<file path="src/rtl/lp_cal_params.svh">
`ifndef LP_CAL_PARAMS_SVH
`define LP_CAL_PARAMS_SVH

// ==========================================================================
// Register indices (byte address is four times the index)
`define IDX_LP_CONTROL     8'h6E
`define IDX_GAIN_TRIM      8'h7A
`define IDX_REF_TRIM       8'h7C
`define IDX_TRIG_CONFIG    8'h6B
`define IDX_SOFT_TRIG      8'h6C
`define IDX_BG_CONTROL     8'h62
`define IDX_SCHED_STATUS   8'h63

// ==========================================================================
// Field positions in lowpower_cal_control and the reference trim register
`define SLEEP_SEL_MSB      7
`define SLEEP_SEL_LSB      5
`define WAKE_SEL_MSB       4
`define WAKE_SEL_LSB       3
`define TRIG_MODE_BIT      1
`define LP_ENABLE_BIT      0
`define REF_TRIM_MSB       3

// ==========================================================================
// Reset values
`define RST_LP_CONTROL     8'h88
`define RST_GAIN_TRIM      8'h00
`define RST_SOFT_TRIG      1'b1
`define RST_REF_TRIM       4'h0
`define RST_TRIG_CONFIG    1'b0
`define RST_BG_CONTROL     1'b0

// ==========================================================================
// Delay counts in sample-clock periods
`define SLEEP_CNT_0        41'h000_0000_0480
`define SLEEP_CNT_1        41'h000_0040_0080
`define SLEEP_CNT_2        41'h000_0200_0080
`define SLEEP_CNT_3        41'h000_1000_0080
`define SLEEP_CNT_4        41'h000_8000_0080
`define SLEEP_CNT_5        41'h020_0000_0080
`define SLEEP_CNT_6        41'h100_0000_0080
`define WAKE_CNT_0         41'h000_0000_0480
`define WAKE_CNT_1         41'h000_0200_0080
`define WAKE_CNT_2         41'h000_1000_0080
`define WAKE_CNT_3         41'h000_8000_0080

`endif

</file>
<file path="src/rtl/lp_cal_pkg.sv">
package lp_cal_pkg;
  typedef enum logic [1:0] {
    ST_ONLINE,
    ST_SLEEP,
    ST_SETTLE,
    ST_CALIB
  } sched_state_t;
  typedef logic [7:0] reg8_t;
endpackage

</file>
<file path="src/rtl/lp_cal_scheduler.sv">
// The AXI4-Lite register port is this design's own decision.
`timescale 1ns/1ps
`include "lp_cal_params.svh"
module lp_cal_scheduler
  import lp_cal_pkg::*;
#(
  parameter int CNT_WIDTH = 41
) (
  input  wire logic             aclk,
  input  wire logic             aresetn,
  input  wire logic [9:0]       s_axi_awaddr,
  input  wire logic             s_axi_awvalid,
  output logic                  s_axi_awready,
  input  wire logic [31:0]      s_axi_wdata,
  input  wire logic [3:0]       s_axi_wstrb,
  input  wire logic             s_axi_wvalid,
  output logic                  s_axi_wready,
  output logic [1:0]            s_axi_bresp,
  output logic                  s_axi_bvalid,
  input  wire logic             s_axi_bready,
  input  wire logic [9:0]       s_axi_araddr,
  input  wire logic             s_axi_arvalid,
  output logic                  s_axi_arready,
  output logic [31:0]           s_axi_rdata,
  output logic [1:0]            s_axi_rresp,
  output logic                  s_axi_rvalid,
  input  wire logic             s_axi_rready,
  input  wire logic             cal_trigger_input,
  input  wire logic [3:0]       factory_ref_trim,
  input  wire logic             cal_done,
  output logic                  core_sleep,
  output logic                  core_cal_start,
  output logic [7:0]            core_gain_trim,
  output logic [3:0]            reference_trim
);
  import lp_cal_pkg::*;

  reg8_t            lowpower_cal_control;
  logic             trigger_source_select;
  logic             software_trigger_bit;
  logic             background_cal_enable;
  logic             trig_meta;
  logic             trig_sync;
  logic             aw_held;
  logic             w_held;
  logic [7:0]       aw_index;
  logic [7:0]       w_byte;
  logic             w_lane0;
  logic             do_write;
  sched_state_t     state;
  logic             cal_level;
  logic             lp_active;
  logic             ctr_load;
  logic [CNT_WIDTH-1:0] ctr_value;
  logic             ctr_run;
  logic             ctr_expired;
  logic             ref_loaded;

  // ========================================================================
  // Helpers
  function automatic logic [CNT_WIDTH-1:0] sleep_count(input logic [2:0] c);
    logic [40:0] v;
    v = `SLEEP_CNT_6;
    case (c)
      3'h0: v = `SLEEP_CNT_0;
      3'h1: v = `SLEEP_CNT_1;
      3'h2: v = `SLEEP_CNT_2;
      3'h3: v = `SLEEP_CNT_3;
      3'h4: v = `SLEEP_CNT_4;
      3'h5: v = `SLEEP_CNT_5;
      default: v = `SLEEP_CNT_6; // Code 7 undocumented, longest taken
    endcase
    return CNT_WIDTH'(v);
  endfunction

  function automatic logic [CNT_WIDTH-1:0] wake_count(input logic [1:0] c);
    logic [40:0] v;
    v = `WAKE_CNT_0;
    case (c)
      2'h0: v = `WAKE_CNT_0;
      2'h1: v = `WAKE_CNT_1;
      2'h2: v = `WAKE_CNT_2;
      default: v = `WAKE_CNT_3;
    endcase
    return CNT_WIDTH'(v);
  endfunction

  function automatic logic [7:0] word_index(input logic [9:0] a);
    return a[9:2];
  endfunction

  // ========================================================================
  // Trigger pin synchroniser
  always_ff @(posedge aclk) begin
    if (!aresetn) begin
      trig_meta <= 1'b0;
      trig_sync <= 1'b0;
    end else begin
      trig_meta <= cal_trigger_input;
      trig_sync <= trig_meta;
    end
  end

  // Trigger level source
  assign cal_level = trigger_source_select ? trig_sync
                                           : software_trigger_bit;
  // Low power active only under background calibration
  assign lp_active = background_cal_enable &&
                     lowpower_cal_control[`LP_ENABLE_BIT];

  // ========================================================================
  // AXI write channel: address and data taken in either order
  assign do_write = aw_held && w_held && !s_axi_bvalid;

  always_ff @(posedge aclk) begin
    if (!aresetn) begin
      aw_held       <= 1'b0;
      w_held        <= 1'b0;
      aw_index      <= 8'h00;
      w_byte        <= 8'h00;
      w_lane0       <= 1'b0;
      s_axi_awready <= 1'b0;
      s_axi_wready  <= 1'b0;
      s_axi_bvalid  <= 1'b0;
      s_axi_bresp   <= 2'h0;
    end else begin
      s_axi_awready <= !aw_held && !s_axi_awready && s_axi_awvalid;
      s_axi_wready  <= !w_held && !s_axi_wready && s_axi_wvalid;
      if (s_axi_awvalid && s_axi_awready) begin
        aw_held  <= 1'b1;
        aw_index <= word_index(s_axi_awaddr);
      end
      if (s_axi_wvalid && s_axi_wready) begin
        w_held  <= 1'b1;
        w_byte  <= s_axi_wdata[7:0];
        w_lane0 <= s_axi_wstrb[0];
      end
      if (do_write) begin
        aw_held      <= 1'b0;
        w_held       <= 1'b0;
        s_axi_bvalid <= 1'b1;
        case (aw_index)
          `IDX_LP_CONTROL, `IDX_GAIN_TRIM, `IDX_REF_TRIM,
          `IDX_TRIG_CONFIG, `IDX_SOFT_TRIG, `IDX_BG_CONTROL,
          `IDX_SCHED_STATUS: s_axi_bresp <= 2'h0;
          default:           s_axi_bresp <= 2'h2; // Unmapped: SLVERR
        endcase
      end else if (s_axi_bvalid && s_axi_bready) begin
        s_axi_bvalid <= 1'b0;
      end
    end
  end

  // ========================================================================
  // Register file; reserved bit 2 of lowpower_cal_control stored as written, software keeps zero
  always_ff @(posedge aclk) begin
    if (!aresetn) begin
      lowpower_cal_control  <= `RST_LP_CONTROL;
      core_gain_trim        <= `RST_GAIN_TRIM;
      trigger_source_select <= `RST_TRIG_CONFIG;
      software_trigger_bit  <= `RST_SOFT_TRIG;
      background_cal_enable <= `RST_BG_CONTROL;
    end else if (do_write && w_lane0) begin
      case (aw_index)
        `IDX_LP_CONTROL:  lowpower_cal_control  <= w_byte;
        `IDX_GAIN_TRIM:   core_gain_trim        <= w_byte;
        `IDX_TRIG_CONFIG: trigger_source_select <= w_byte[0];
        `IDX_SOFT_TRIG:   software_trigger_bit  <= w_byte[0];
        `IDX_BG_CONTROL:  background_cal_enable <= w_byte[0];
        default: ;
      endcase
    end
  end

  // Reference trim: factory value caught on first clock after reset
  always_ff @(posedge aclk) begin
    if (!aresetn) begin
      ref_loaded     <= 1'b0;
      reference_trim <= `RST_REF_TRIM;
    end else if (!ref_loaded) begin
      ref_loaded     <= 1'b1;
      reference_trim <= factory_ref_trim;
    end else if (do_write && w_lane0 && aw_index == `IDX_REF_TRIM) begin
      reference_trim <= w_byte[`REF_TRIM_MSB:0];
    end
  end

  // ========================================================================
  // AXI read channel
  always_ff @(posedge aclk) begin
    if (!aresetn) begin
      s_axi_arready <= 1'b0;
      s_axi_rvalid  <= 1'b0;
      s_axi_rdata   <= 32'h0000_0000;
      s_axi_rresp   <= 2'h0;
    end else begin
      s_axi_arready <= !s_axi_rvalid && !s_axi_arready && s_axi_arvalid;
      if (s_axi_arvalid && s_axi_arready) begin
        s_axi_rvalid <= 1'b1;
        s_axi_rresp  <= 2'h0;
        // Status shows the synced pin, not the selected trigger level
        case (word_index(s_axi_araddr))
          `IDX_LP_CONTROL:   s_axi_rdata <= {24'h0, lowpower_cal_control};
          `IDX_GAIN_TRIM:    s_axi_rdata <= {24'h0, core_gain_trim};
          `IDX_REF_TRIM:     s_axi_rdata <= {28'h0, reference_trim};
          `IDX_TRIG_CONFIG:  s_axi_rdata <= {31'h0, trigger_source_select};
          `IDX_SOFT_TRIG:    s_axi_rdata <= {31'h0, software_trigger_bit};
          `IDX_BG_CONTROL:   s_axi_rdata <= {31'h0, background_cal_enable};
          `IDX_SCHED_STATUS: s_axi_rdata <= {29'h0, trig_sync, state};
          default: begin
            s_axi_rdata <= 32'h0000_0000;
            s_axi_rresp <= 2'h2;
          end
        endcase
      end else if (s_axi_rvalid && s_axi_rready) begin
        s_axi_rvalid <= 1'b0;
      end
    end
  end

  // ========================================================================
  // Scheduler: online core sleeps, then settles, calibrates, sleeps again
  always_comb begin
    ctr_load  = 1'b0;
    ctr_value = sleep_count(lowpower_cal_control[`SLEEP_SEL_MSB:
                                                 `SLEEP_SEL_LSB]);
    ctr_run   = (state == ST_SLEEP &&
                 !lowpower_cal_control[`TRIG_MODE_BIT]) ||
                state == ST_SETTLE;
    case (state)
      ST_ONLINE: ctr_load = lp_active;
      ST_CALIB:  ctr_load = cal_done;
      ST_SLEEP: begin
        ctr_load  = 1'b1;
        ctr_value = wake_count(lowpower_cal_control[`WAKE_SEL_MSB:
                                                    `WAKE_SEL_LSB]);
        ctr_load  = ctr_expired ||
                    (lowpower_cal_control[`TRIG_MODE_BIT] && !cal_level);
      end
      default: ctr_load = 1'b0;
    endcase
  end

  lp_delay_counter #(
    .WIDTH (CNT_WIDTH)
  ) u_delay (
    .aclk       (aclk),
    .aresetn    (aresetn),
    .load       (ctr_load),
    .load_value (ctr_value),
    .run        (ctr_run),
    .expired    (ctr_expired)
  );

  // State moves; dropping low power returns the core online at once
  always_ff @(posedge aclk) begin
    if (!aresetn) begin
      state <= ST_ONLINE;
    end else if (!lp_active) begin
      state <= ST_ONLINE;
    end else begin
      case (state)
        ST_ONLINE: state <= ST_SLEEP;
        ST_SLEEP: begin
          if (lowpower_cal_control[`TRIG_MODE_BIT]) begin
            if (!cal_level) state <= ST_SETTLE;
          end else if (ctr_expired) begin
            state <= ST_SETTLE;
          end
        end
        ST_SETTLE: if (ctr_expired) state <= ST_CALIB;
        ST_CALIB:  if (cal_done) state <= ST_SLEEP;
        default:   state <= ST_ONLINE;
      endcase
    end
  end

  // Core controls registered for clean outputs
  always_ff @(posedge aclk) begin
    if (!aresetn) begin
      core_sleep     <= 1'b0;
      core_cal_start <= 1'b0;
    end else begin
      core_sleep     <= lp_active && state == ST_SLEEP;
      core_cal_start <= lp_active && state == ST_SETTLE && ctr_expired;
    end
  end
endmodule

</file>
<file path="src/rtl/lp_delay_counter.sv">
`timescale 1ns/1ps
`include "lp_cal_params.svh"
// ==========================================================================
// Down counter for sleep and settle delays
module lp_delay_counter #(
  parameter int WIDTH = 41
) (
  input  wire logic             aclk,
  input  wire logic             aresetn,
  input  wire logic             load,
  input  wire logic [WIDTH-1:0] load_value,
  input  wire logic             run,
  output logic                  expired
);
  logic [WIDTH-1:0] remaining;

  // Load wins over counting; expired is a level while running at one
  always_ff @(posedge aclk) begin
    if (!aresetn) begin
      remaining <= '0;
    end else if (load) begin
      remaining <= load_value;
    end else if (run && remaining != '0) begin
      remaining <= remaining - WIDTH'(1);
    end
  end

  assign expired = run && (remaining == WIDTH'(1));
endmodule

</file>
<file path="config.mk">
export PLATFORM = sky130hd
export DESIGN_NAME = lp_cal_scheduler
export DESIGN_NICKNAME = d
export VERILOG_FILES = /design/src/rtl/lp_cal_pkg.sv /design/src/rtl/lp_cal_scheduler.sv /design/src/rtl/lp_delay_counter.sv
export VERILOG_INCLUDE_DIRS = /design/src /design/src/rtl
export SDC_FILE = /design/constraint.sdc
export NUM_CORES = 1
export LEC_CHECK = 0
export CORE_MARGIN = 10
export CORE_UTILIZATION = 25
export DETAILED_ROUTE_END_ITERATION = 10
export DONT_BUFFER_PORTS = 1
export SETUP_SLACK_MARGIN = 0.05
export SLEW_MARGIN = 20
export SYNTH_ARGS = -nofsm -noshare
export SYNTH_HDL_FRONTEND = slang
export SYNTH_SLANG_ARGS = --single-unit
</file>
<file path="constraint.sdc">
create_clock -name aclk -period 3.2 [get_ports aclk]
set_input_delay 0.64 -clock aclk [delete_from_list [all_inputs] [get_ports aclk]]
set_output_delay 0.64 -clock aclk [all_outputs]
set_load 0.01 [all_outputs]
</file>
Word-level counts from Yosys, hierarchy flattened
Cells that the tools add are included.

Bits in registers: 131. Bits of input ports: 69. Output and inout bits: 55. Word-level logic and storage cells: 132.

$add $sub $neg: 1. Equal/unequal tests: 30. Multiplexer cells: 23. Bitwise gates (word level): 1. Reductions and logical operators: 51.

Operator list (count): $pmux W41 S6 (1); $mux W41 (3); $eq A8 B7 Y1 const B (14); $pmux W32 S3 (1); $pmux W8 S7 (1); $eq A41 B1 Y1 const B (1); $reduce_bool A41 Y1 (1); $sub A41 B1 Y41 const B (1); $logic_and A1 B1 Y1 (23); $mux W2 (7); $reduce_or A7 Y1 (2); $reduce_and A2 Y1 (6); $logic_not A1 Y1 (9); $mux W4 (2); $pmux W2 S4 (1); $eq A2 B2 Y1 const B (3); $eq A3 B2 Y1 const B (2); $eq A3 B3 Y1 const B (2); $mux W1 (6); $ne A3 B3 Y1 const B (2); $reduce_bool A2 Y1 (3); $eq A2 B1 Y1 const B (2); $logic_not A2 Y1 (2); $ne A2 B2 Y1 const B (2); other kinds (8) (9).

Longest topological paths before layout
Gate-level depths: netlist of run 1.

Depth in word-level cells: 7. Gate-level depth with buffers: 9.

Cells and area by module
From an unflattened synthesis of run 1, not the netlist that was laid out.

Cells, all modules: 714. Area total of the unflattened synthesis: 5890.6 µm².

Modules (own cells, without submodules): lp_cal_scheduler (instances 1, cells an instance 383, area an instance 3183.1 µm²); lp_delay_counter (instances 1, cells an instance 331, area an instance 2707.6 µm²).

Least setup slack after synthesis of run 1
No wires, ideal clock.

Path kind: flip-flop to flip-flop. Start: register u_delay.remaining[2]. End: register u_delay.remaining[35]. Library setup time: 0.066 ns. Arrival: 2.434 ns. Required time: 3.134 ns. Setup slack: 0.700 ns. Stages on the path, launching flop included: 8. Path through: dfxtp_1 -> or4_4 -> nand4b_4 -> or2_1 -> buf_6 -> or3_4 -> or4_4 -> a21oi_2.

Cells in the longest elaborated chain, start to end: 5.

Ends and longest elaborated chain: start, declared (RTL line lp_delay_counter.sv:15) `logic [WIDTH-1:0] remaining;`; start signal, assigned (RTL line lp_delay_counter.sv:22) `remaining <= load_value;`; start signal, assigned (RTL line lp_delay_counter.sv:24) `remaining <= remaining - WIDTH'(1);`; parallel branches: the longest is 5 deep, another holds $sub A41 B1 Y41.

Several ways; the timed one is not identified. The select of a mux whose other input is x is not followed. A chain may end at the register's enable or synchronous reset.

Worst setup path after layout of run 1
Start: register u_delay.remaining[16]. End: register u_delay.remaining[35].

The elaborated chain is that of the path after synthesis.

==> results of run 1 <==
==> cell usage after synthesis, types with 12 or more instances <==
library cell | count | area share, %
nand2_1 | 47 | 3.5
xor2_1 | 15 | 2.6
dfxtp_1 | 105 | 41
mux2i_1 | 25 | 4.9
nor3_1 | 26 | 2.6
inv_1 | 12 | 0.89
a21oi_1 | 33 | 3.3
nor4_1 | 19 | 2.3
nand3_1 | 33 | 3.3
buf_4 | 26 | 3.8
nor2_1 | 80 | 5.9
xnor2_1 | 22 | 3.8
clkbuf_1 | 17 | 1.3
==> routing by layer <==
layer	global-route usage [%]	up-vias	wire length (um)	part of all wire, %
met5	0	-	0	0
met4	2.62	0	173	1.4
met3	4.58	10	1220	9.9
met2	14.3	106	5470	44
met1	11.3	1858	5510	45
li1	-	2027	-	-
==> power by group through the flow <==
| stage | Combinational [mW] | Sequential [mW] | Clock (mW) |
|---|---|---|---|
| floorplan | 0.102 | 1.37 | 0 |
| global placement | 0.0847 | 1.38 | 0 |
| detailed placement | 0.0855 | 1.38 | 0 |
| CTS | 0.0856 | 1.35 | 1.19 |
| global route | 0.0983 | 1.35 | 1.24 |
| finish | 0.0855 | 1.35 | 1.16 |
==> kinds of logic after synthesis <==
family	Yosys count	share of synthesized area, %
xor+xnor	37	6.38
mux	26	5.15
simple gates	273	27.7
flops	105	41.4
buf+inv	68	7.24
fa+ha+maj	8	1.97
compound gates	79	10.1
other cells	1	0.0738
==> placed cells by master, fill, tap and decap left out, drive strengths merged, types with 2 or more instances in the layout <==
master	instances
o22ai	2
nand2b	7
or3	4
nor3b	3
xor2	15
nand3b	7
nand2	47
a211oi	9
and2	8
nor4b	6
nor4	19
a222oi	3
o41ai	2
nand3	33
nand4b	3
conb	26
nor2	80
dfxtp	105
clkinv	2
or2	5
o21ai	9
and3b	2
a221oi	5
ha	8
inv	16
nor2b	6
buf	10
mux2i	25
o31ai	7
nor3	27
or4	5
a21oi	34
nand4	5
xnor2	22
and4	3
a22oi	2
clkbuf	9
==> through the flow <==
step,instances,utilization (%),power (mW),hold slack [ns]
after floorplan,622,-,1.47,0.412
after global placement,847,26.3,1.47,0.418
after detailed placement,847,26.3,1.47,0.431
after CTS,863,27.9,2.62,0.296
after global routing,863,27.9,2.69,0.290
final,863,27.9,2.59,0.308
==> worst min path at each step <==
| stage | to | slack (ns) | cells past startpoint |
|---|---|---|---|
| finish | ref_loaded | 0.31 | 0 |
| global route | ref_loaded | 0.29 | 0 |
| global placement | trig_sync | 0.42 | 1 |
| floorplan | trig_sync | 0.41 | 1 |
| CTS | ref_loaded | 0.30 | 0 |
| detailed placement | trig_sync | 0.43 | 1 |
==> area by class of cell <==
cell class | instances | share of cell area, %
multi-input combinational | 449 | 48.4
sequential | 105 | 37.5
tap | 270 | 6.03
clock buffer | 9 | 4.02
clock inverter | 7 | 1.56
timing repair buffer | 10 | 1.56
inverter | 13 | 0.871
==> sequential cells by signal (all words and copies together), names as in the netlist, 2 cells and up <==
signal                cells
u_delay.remaining        41
state                     2
reference_trim            4
core_gain_trim            8
aw_index                  8
s_axi_rdata               8
w_byte                    8
lowpower_cal_control      8
==> flow_metrics.py, run 1 <==
metrics = {
    "worst_setup_path": {
        "crit_fanout": 8,
        "regToRegStartpoint": "u_delay.remaining[16]",
        "cp_slowest_cell": "nor4_1",
        "r2r_slack_ns": 0.47,
        "required_ns": 3.49,
        "path_buf_inv": 0,
        "cp_top_family": "simple AND/OR/NAND/NOR gates",
        "arrival_ns": 3.02,
        "setup.worst_path.end": "u_delay.remaining[35]",
        "crit_chain": "nor4_1 > nand3_1 > or2_1 > or3_4 > or4_4 > a21oi_2",
        "worstSetupStartpoint": "u_delay.remaining[16]",
        "critical_path.max_stage_delay_ns": 0.53,
        "reg2reg_depth": 6,
        "r2r_end": "u_delay.remaining[35]",
        "cp-start-kind": "flip-flop",
        "cp.depth": 6,
        "critPathKind": "flip-flop to flip-flop",
        "worstSetupEndpointType": "flip-flop",
    },
    "synthesis": {
        "synth_warnings": 0,
        "yosysSeqAreaShare_pct": 41.4,
        "synth_flop_cell": "dfxtp_1",
        "synthCells": 597,
        "ys_ff_latch": 105,
        "avgSynthCellArea_um2": 8.51,
        "synth_cell_types": 57,
        "synthArstFlopShare_pct": 0,
        "syn-cell-area_mm2": 0.00508,
        "synth_edf_count": 0,
    },
    "finish": {
        "regArea_mm2": 0.00210,
        "drive_gt1_share_pct": 7.25,
        "area_growth_pct": 10.3,
        "antenna_cells": 0,
        "multi_input_area_mm2": 0.00272,
        "nets": 665,
        "fillers": 2163,
        "fin_area_mm2": 0.00560,
    },
    "routing": {
        "wl_per_cell_um": 14.3,
        "drc": 0,
        "ant_nets": 0,
        "drt_first_pass_iters": 5,
        "routed_via_density": 4.64,
        "num_vias": 4001,
        "wl_mm": 12.4,
        "drt_first_iter_violations": 232,
    },
    "cts": {
        "clkLatencyLatePin_ns": 0.36,
        "clock_sinks": 105,
        "holdBufCountCts": 0,
        "cts_made_buffers": 9,
        "cts-root-buf": "clkbuf_16",
        "cts_resized": 0,
        "cts_setup_buffers": 0,
        "h-tree-depth": 3,
        "clk_pin_slew_ns": 0.07,
        "cts_tree": "done",
        "clk_path_buf_depth": 2,
    },
    "flow_run": {
        "cap_violations": 0,
    },
    "timing": {
        "min_period_ns": 2.73,
        "period_share_pct": 85.3,
        "rsz0062_at_grt": "no",
        "hold_viol": 0,
        "layout_setup_ws_ns": 0.471,
        "fmax_mhz": 366,
        "slew_headroom_pct": 41.0,
        "worst_pin_slew_ns": 0.883,
        "setup_viol": 0,
        "slew_violations": 0,
        "fin_tns_setup_ns": 0,
        "skew_ns": 0.00794,
    },
    "placed_design": {
        "io_buffer_count": 0,
        "dp_hpwl_mm": 9.14,
        "place_area_mm2": 0.00529,
        "place_congestion": 0.770,
        "pre_cts_ws_ns": 0.497,
    },
    "power_and_ir_drop": {
        "power.density_mw_per_mm2": 463,
        "clockPowerShare_pct": 44.7,
        "p_int_mw": 1.98,
        "switching_power_uw": 618,
        "p_comb_share_pct": 3.3,
        "seqPwrFrac_pct": 52.1,
        "peakVddDrop_uv": 287,
        "swShare_pct": 23.8,
        "power.leakage_nw": 2.02,
    },
    "floorplan": {
        "dieArea_mm2": 0.0264,
        "initial_core_util_pct": 25.3,
        "rows": 52,
        "io-pin-count": 124,
        "die_h_um": 163,
        "core_area_mm2": 0.0201,
        "die-width_um": 163,
    },
    "grt": {
        "first_global_vias": 3857,
        "overflow": 0,
        "grt_max_degree": 51,
        "grt_pass1_wl_mm": 20.3,
        "grt_use_total_pct": 9.32,
        "antenna_found_initial": 0,
    },
    "min_path": {
        "hold_path.startpoint": "aresetn",
        "hold_class": "input pin to flip-flop",
    },
    "run_status": {
        "status": "completed",
    },
}
No activity file was read; power rests on OpenSTA's default activity.
==> run 2: changes to the inputs <==
Clock period 3.2 ns to 3.5 ns, I/O delays scaled along.
==> run 2 against run 1 <==
Register-to-register slack gained 0.32 ns. Critical path depth unchanged. Clock skew about the same. Setup slack better by 0.32 ns. Highest routed layer unchanged.
==> flow_metrics.py, run 2 (same netlist as run 1, synthesis figures left out) <==
metrics = {
    "routing": {
        "ant_nets": 0,
        "drc": 0,
        "wl_mm": 12.3,
        "wl_per_cell_um": 14.3,
        "drt_first_pass_iters": 4,
        "drt_first_iter_violations": 237,
        "routed_via_density": 4.61,
        "num_vias": 3964,
    },
    "grt": {
        "first_global_vias": 3738,
        "overflow": 0,
        "grt_pass1_wl_mm": 19.9,
        "antenna_found_initial": 0,
        "grt_use_total_pct": 9.25,
        "grt_max_degree": 51,
    },
    "finish": {
        "nets": 662,
        "regArea_mm2": 0.00210,
        "final_cell_mix": "dfxtp_1 (105), nor2_1 (80), nand2_1 (47)",
        "area_growth_pct": 9.11,
        "instances_no_fill": 860,
        "multi_input_area_mm2": 0.00272,
        "top_register": "u_delay.remaining",
        "fillers": 2188,
        "largest_reg_flops": 41,
        "antenna_cells": 0,
        "drive_gt1_share_pct": 6.61,
        "fin_area_mm2": 0.00554,
        "layout_commonest_cell": "dfxtp_1",
    },
    "floorplan": {
        "dieArea_mm2": 0.0264,
        "io-pin-count": 124,
        "rows": 52,
        "die-width_um": 163,
        "die_h_um": 163,
        "initial_core_util_pct": 25.3,
        "core_area_mm2": 0.0201,
    },
    "cts": {
        "clock_sinks": 105,
        "holdBufCountCts": 0,
        "cts_tree": "done",
        "clk_pin_slew_ns": 0.07,
        "cts-root-buf": "clkbuf_16",
        "h-tree-depth": 3,
        "cts_setup_buffers": 0,
        "clkLatencyLatePin_ns": 0.36,
        "cts_made_buffers": 9,
        "cts_resized": 0,
        "clk_path_buf_depth": 2,
    },
    "worst_setup_path": {
        "cp_slowest_cell": "or4b_2",
        "critical_path.max_stage_delay_ns": 0.91,
        "critPathKind": "flip-flop to flip-flop",
        "r2r_slack_ns": 0.79,
        "cp-start-kind": "flip-flop",
        "crit_fanout": 13,
        "crit_chain": "or4_4 > nand4b_4 > or4b_2 > and3_1 > xnor2_1 > a21oi_1",
        "worstSetupEndpointType": "flip-flop",
        "path_buf_inv": 0,
        "arrival_ns": 2.95,
        "cp_top_family": "simple AND/OR/NAND/NOR gates",
        "required_ns": 3.74,
    },
    "timing": {
        "skew_ns": 0.00769,
        "fmax_mhz": 369,
        "rsz0062_at_grt": "no",
        "setup_viol": 0,
        "min_period_ns": 2.71,
        "fin_tns_setup_ns": 0,
        "slew_violations": 0,
        "holdWs_ns": 0.368,
        "slew_headroom_pct": 39.3,
        "worst_pin_slew_ns": 0.903,
        "period_share_pct": 77.4,
        "hold_viol": 0,
    },
    "placed_design": {
        "dp_hpwl_mm": 9.23,
        "placed_cells": 844,
        "io_buffer_count": 0,
        "place_area_mm2": 0.00526,
        "place_congestion": 0.782,
    },
    "power_and_ir_drop": {
        "peakVddDrop_uv": 260,
        "fin_total_pwr_mw": 2.30,
        "power.density_mw_per_mm2": 414,
        "power.leakage_nw": 1.98,
    },
    "min_path": {
        "hold_class": "input pin to flip-flop",
    },
    "run_status": {
        "status": "completed",
    },
    "flow_run": {
        "cap_violations": 0,
    },
}
==> run 2: path summary, 6_finish.rpt <==
check	start	to	cells past startpoint
min reg2reg	trig_meta	trig_sync	1
max	u_delay.remaining[2]	u_delay.remaining[28]	6
max reg2reg	u_delay.remaining[2]	u_delay.remaining[28]	6
min	aresetn	ref_loaded	0
==> run 2: final cells by class <==
type | instances | share of cell area, %
Clock buffer | 11 | 4.38
Tap cell | 270 | 6.09
Clock inverter | 5 | 0.812
Multi-Input combinational cell | 449 | 49.0
Inverter | 13 | 0.880
Sequential cell | 105 | 37.9
Timing Repair Buffer | 7 | 0.948
==> run 2: through the flow <==
step / util, % / setup slack [ns]
2_1_floorplan: - / 1.00
3_3_place_gp: 26.1 / 0.789
3_5_place_dp: 26.1 / 0.793
4_1_cts: 27.6 / 0.774
5_1_grt: 27.6 / 0.587
6_report: 27.6 / 0.791
==> run 2: routing by layer <==
layer  track usage, %  part of all wire, %  up-vias
li1                 -                    -     2029
met1             11.1                   45     1833
met2             14.0                   44       86
met3             4.58                  9.1       16
met4             3.28                  1.9        0
met5                0                    0        -
==> run 2: power by group <==
group / total (mW) / internal [mW] / switching (mW)
clock: 0.987 / 0.514 / 0.473
combinational: 0.0760 / 0.0236 / 0.0524
sequential: 1.23 / 1.21 / 0.0235
==> run 3: changes to the inputs <==
Clock period 3.5 ns to 2.2 ns, I/O delays scaled along.
==> run 3 against run 2 <==
The flow now finishes with violations (negative setup slack). Highest routed layer unchanged. Maximum frequency is 15% higher. Critical endpoint is now u_delay.remaining[35]. Critical path depth stayed put. Setup slack worse by 0.95 ns. Critical path type unchanged.
==> flow_metrics.py, run 3 (same netlist as run 1, synthesis figures left out) <==
metrics = {
    "cts": {
        "cts_tree": "done",
        "clk_path_buf_depth": 2,
        "clk_pin_slew_ns": 0.07,
        "cts-root-buf": "clkbuf_16",
        "cts_made_buffers": 9,
        "h-tree-depth": 3,
        "clkLatencyLatePin_ns": 0.36,
        "clock_sinks": 105,
    },
    "worst_setup_path": {
        "worstSetupStartpoint": "u_delay.remaining[5]",
        "crit_fanout": 7,
        "critPathKind": "flip-flop to flip-flop",
        "reg2reg_depth": 6,
        "r2r_end": "u_delay.remaining[35]",
        "r2r_slack_ns": -0.16,
        "arrival_ns": 2.65,
        "regToRegStartpoint": "u_delay.remaining[5]",
        "setup.worst_path.end": "u_delay.remaining[35]",
        "worstSetupEndpointType": "flip-flop",
        "cp-start-kind": "flip-flop",
        "required_ns": 2.49,
    },
    "timing": {
        "min_period_ns": 2.36,
        "worst_pin_slew_ns": 0.554,
        "skew_ns": 0.0125,
        "slew_headroom_pct": 62.6,
        "hold_viol": 0,
        "period_share_pct": 107,
        "setup_viol": 38,
        "slew_violations": 0,
        "rsz0062_at_grt": "yes",
        "fmax_mhz": 424,
        "layout_setup_ws_ns": -0.158,
    },
    "placed_design": {
        "placed_cells": 899,
        "place_congestion": 0.790,
        "place_area_mm2": 0.00573,
        "dp_hpwl_mm": 9.77,
        "io_buffer_count": 0,
    },
    "floorplan": {
        "die_h_um": 163,
        "io-pin-count": 124,
        "core_area_mm2": 0.0201,
        "die-width_um": 163,
        "dieArea_mm2": 0.0264,
        "initial_core_util_pct": 25.3,
        "rows": 52,
    },
    "routing": {
        "routed_via_density": 4.60,
        "drt_first_pass_iters": 4,
        "drt_first_iter_violations": 170,
        "wl_per_cell_um": 14.3,
        "ant_nets": 0,
        "wl_mm": 13.1,
        "num_vias": 4241,
        "drc": 0,
    },
    "finish": {
        "drive_gt1_share_pct": 21.2,
        "fillers": 2130,
        "multi_input_area_mm2": 0.00295,
        "top_register": "u_delay.remaining",
        "final_cell_mix": "dfxtp_1 (104), nor2_1 (74), buf_4 (59)",
        "regArea_mm2": 0.00210,
        "largest_reg_flops": 41,
        "nets": 723,
        "instances_no_fill": 921,
        "layout_commonest_cell": "dfxtp_1",
        "area_growth_pct": 24.9,
        "fin_area_mm2": 0.00635,
        "antenna_cells": 0,
    },
    "grt": {
        "overflow": 0,
        "grt_pass1_wl_mm": 20.9,
        "antenna_found_initial": 0,
        "grt_max_degree": 28,
        "grt_use_total_pct": 9.70,
        "first_global_vias": 4182,
    },
    "power_and_ir_drop": {
        "peakVddDrop_uv": 499,
        "power.density_mw_per_mm2": 611,
        "fin_total_pwr_mw": 3.88,
        "power.leakage_nw": 2.39,
    },
    "flow_run": {
        "cap_violations": 0,
    },
    "run_status": {
        "status": "complete, but fails checks",
        "failed_checks": "negative setup slack",
    },
    "min_path": {
        "hold_class": "input pin to flip-flop",
    },
}
==> run 3: cell count changes in the layout (fill, tap and decap cells not counted), moves of 4 or more <==
cell,change
o31ai_1,-4
nor4_1,-5
buf_6,+5
nand3_1,-4
o31ai_2,+4
nor2_1,-6
nand3_2,+4
nor4_2,+5
buf_4,+52
==> run 3: through the flow <==
| stage | setup slack (ns) | utilization [%] | hold WS [ns] | TNS (ns) |
|---|---|---|---|---|
| CTS | -0.153 | 30.6 | 0.0964 | -3.48 |
| floorplan | -0.182 | - | 0.412 | -3.55 |
| global placement | -0.188 | 28.5 | 0.419 | -3.22 |
| global route | -0.253 | 31.6 | 0.0899 | -6.77 |
| finish | -0.158 | 31.6 | 0.107 | -2.28 |
| detailed placement | -0.215 | 28.5 | 0.429 | -4.07 |
==> run 3: routing by layer <==
metal	routed length [um]	global-route usage [%]	up-vias
li1	-	-	2147
met1	5720	11.2	1998
met2	6020	15.6	87
met3	1250	4.83	9
met4	140	2.70	0
met5	0	0	-
==> run 3: worst min path at each step <==
| stage | start | endpoint | cells after the start |
|---|---|---|---|
| finish | aresetn | ref_loaded | 0 |
| global route | aresetn | ref_loaded | 0 |
| CTS | aresetn | ref_loaded | 0 |
| detailed placement | trig_meta | trig_sync | 1 |
| global placement | trig_meta | trig_sync | 1 |
| floorplan | trig_meta | trig_sync | 1 |
==> run 3: worst max-delay path, stage by stage, from the launching register on <==
cell and delay (ns):
dfxtp_2 0.33, or4_4 0.53, nand4b_4 0.25, or2_4 0.31, or3_4 0.34, or4_4 0.42, a21oi_2 0.12
==> run 3: layout make-up <==
cell class	instances	share of cell area [%]
sequential	105	33.1
inverter	13	0.769
timing repair buffer	68	9.05
multi-input combinational	449	46.5
clock inverter	6	1.42
clock buffer	10	3.77
tap	270	5.32
==> run 3: power by group <==
group	total, mW	switching, mW	internal [mW]
clock	1.78	0.746	1.03
combinational	0.136	0.0860	0.0500
sequential	1.97	0.0378	1.93
total	3.88	0.870	3.01
==> run 3: what timing repair did <==
item                       in CTS  in global routing
buffers inserted                4                  3
setup endpoints to repair      43                 44
resized for setup              11                 41
hold buffers                    0                  0
pin swaps                       5                 13
gates cloned                    1                  0
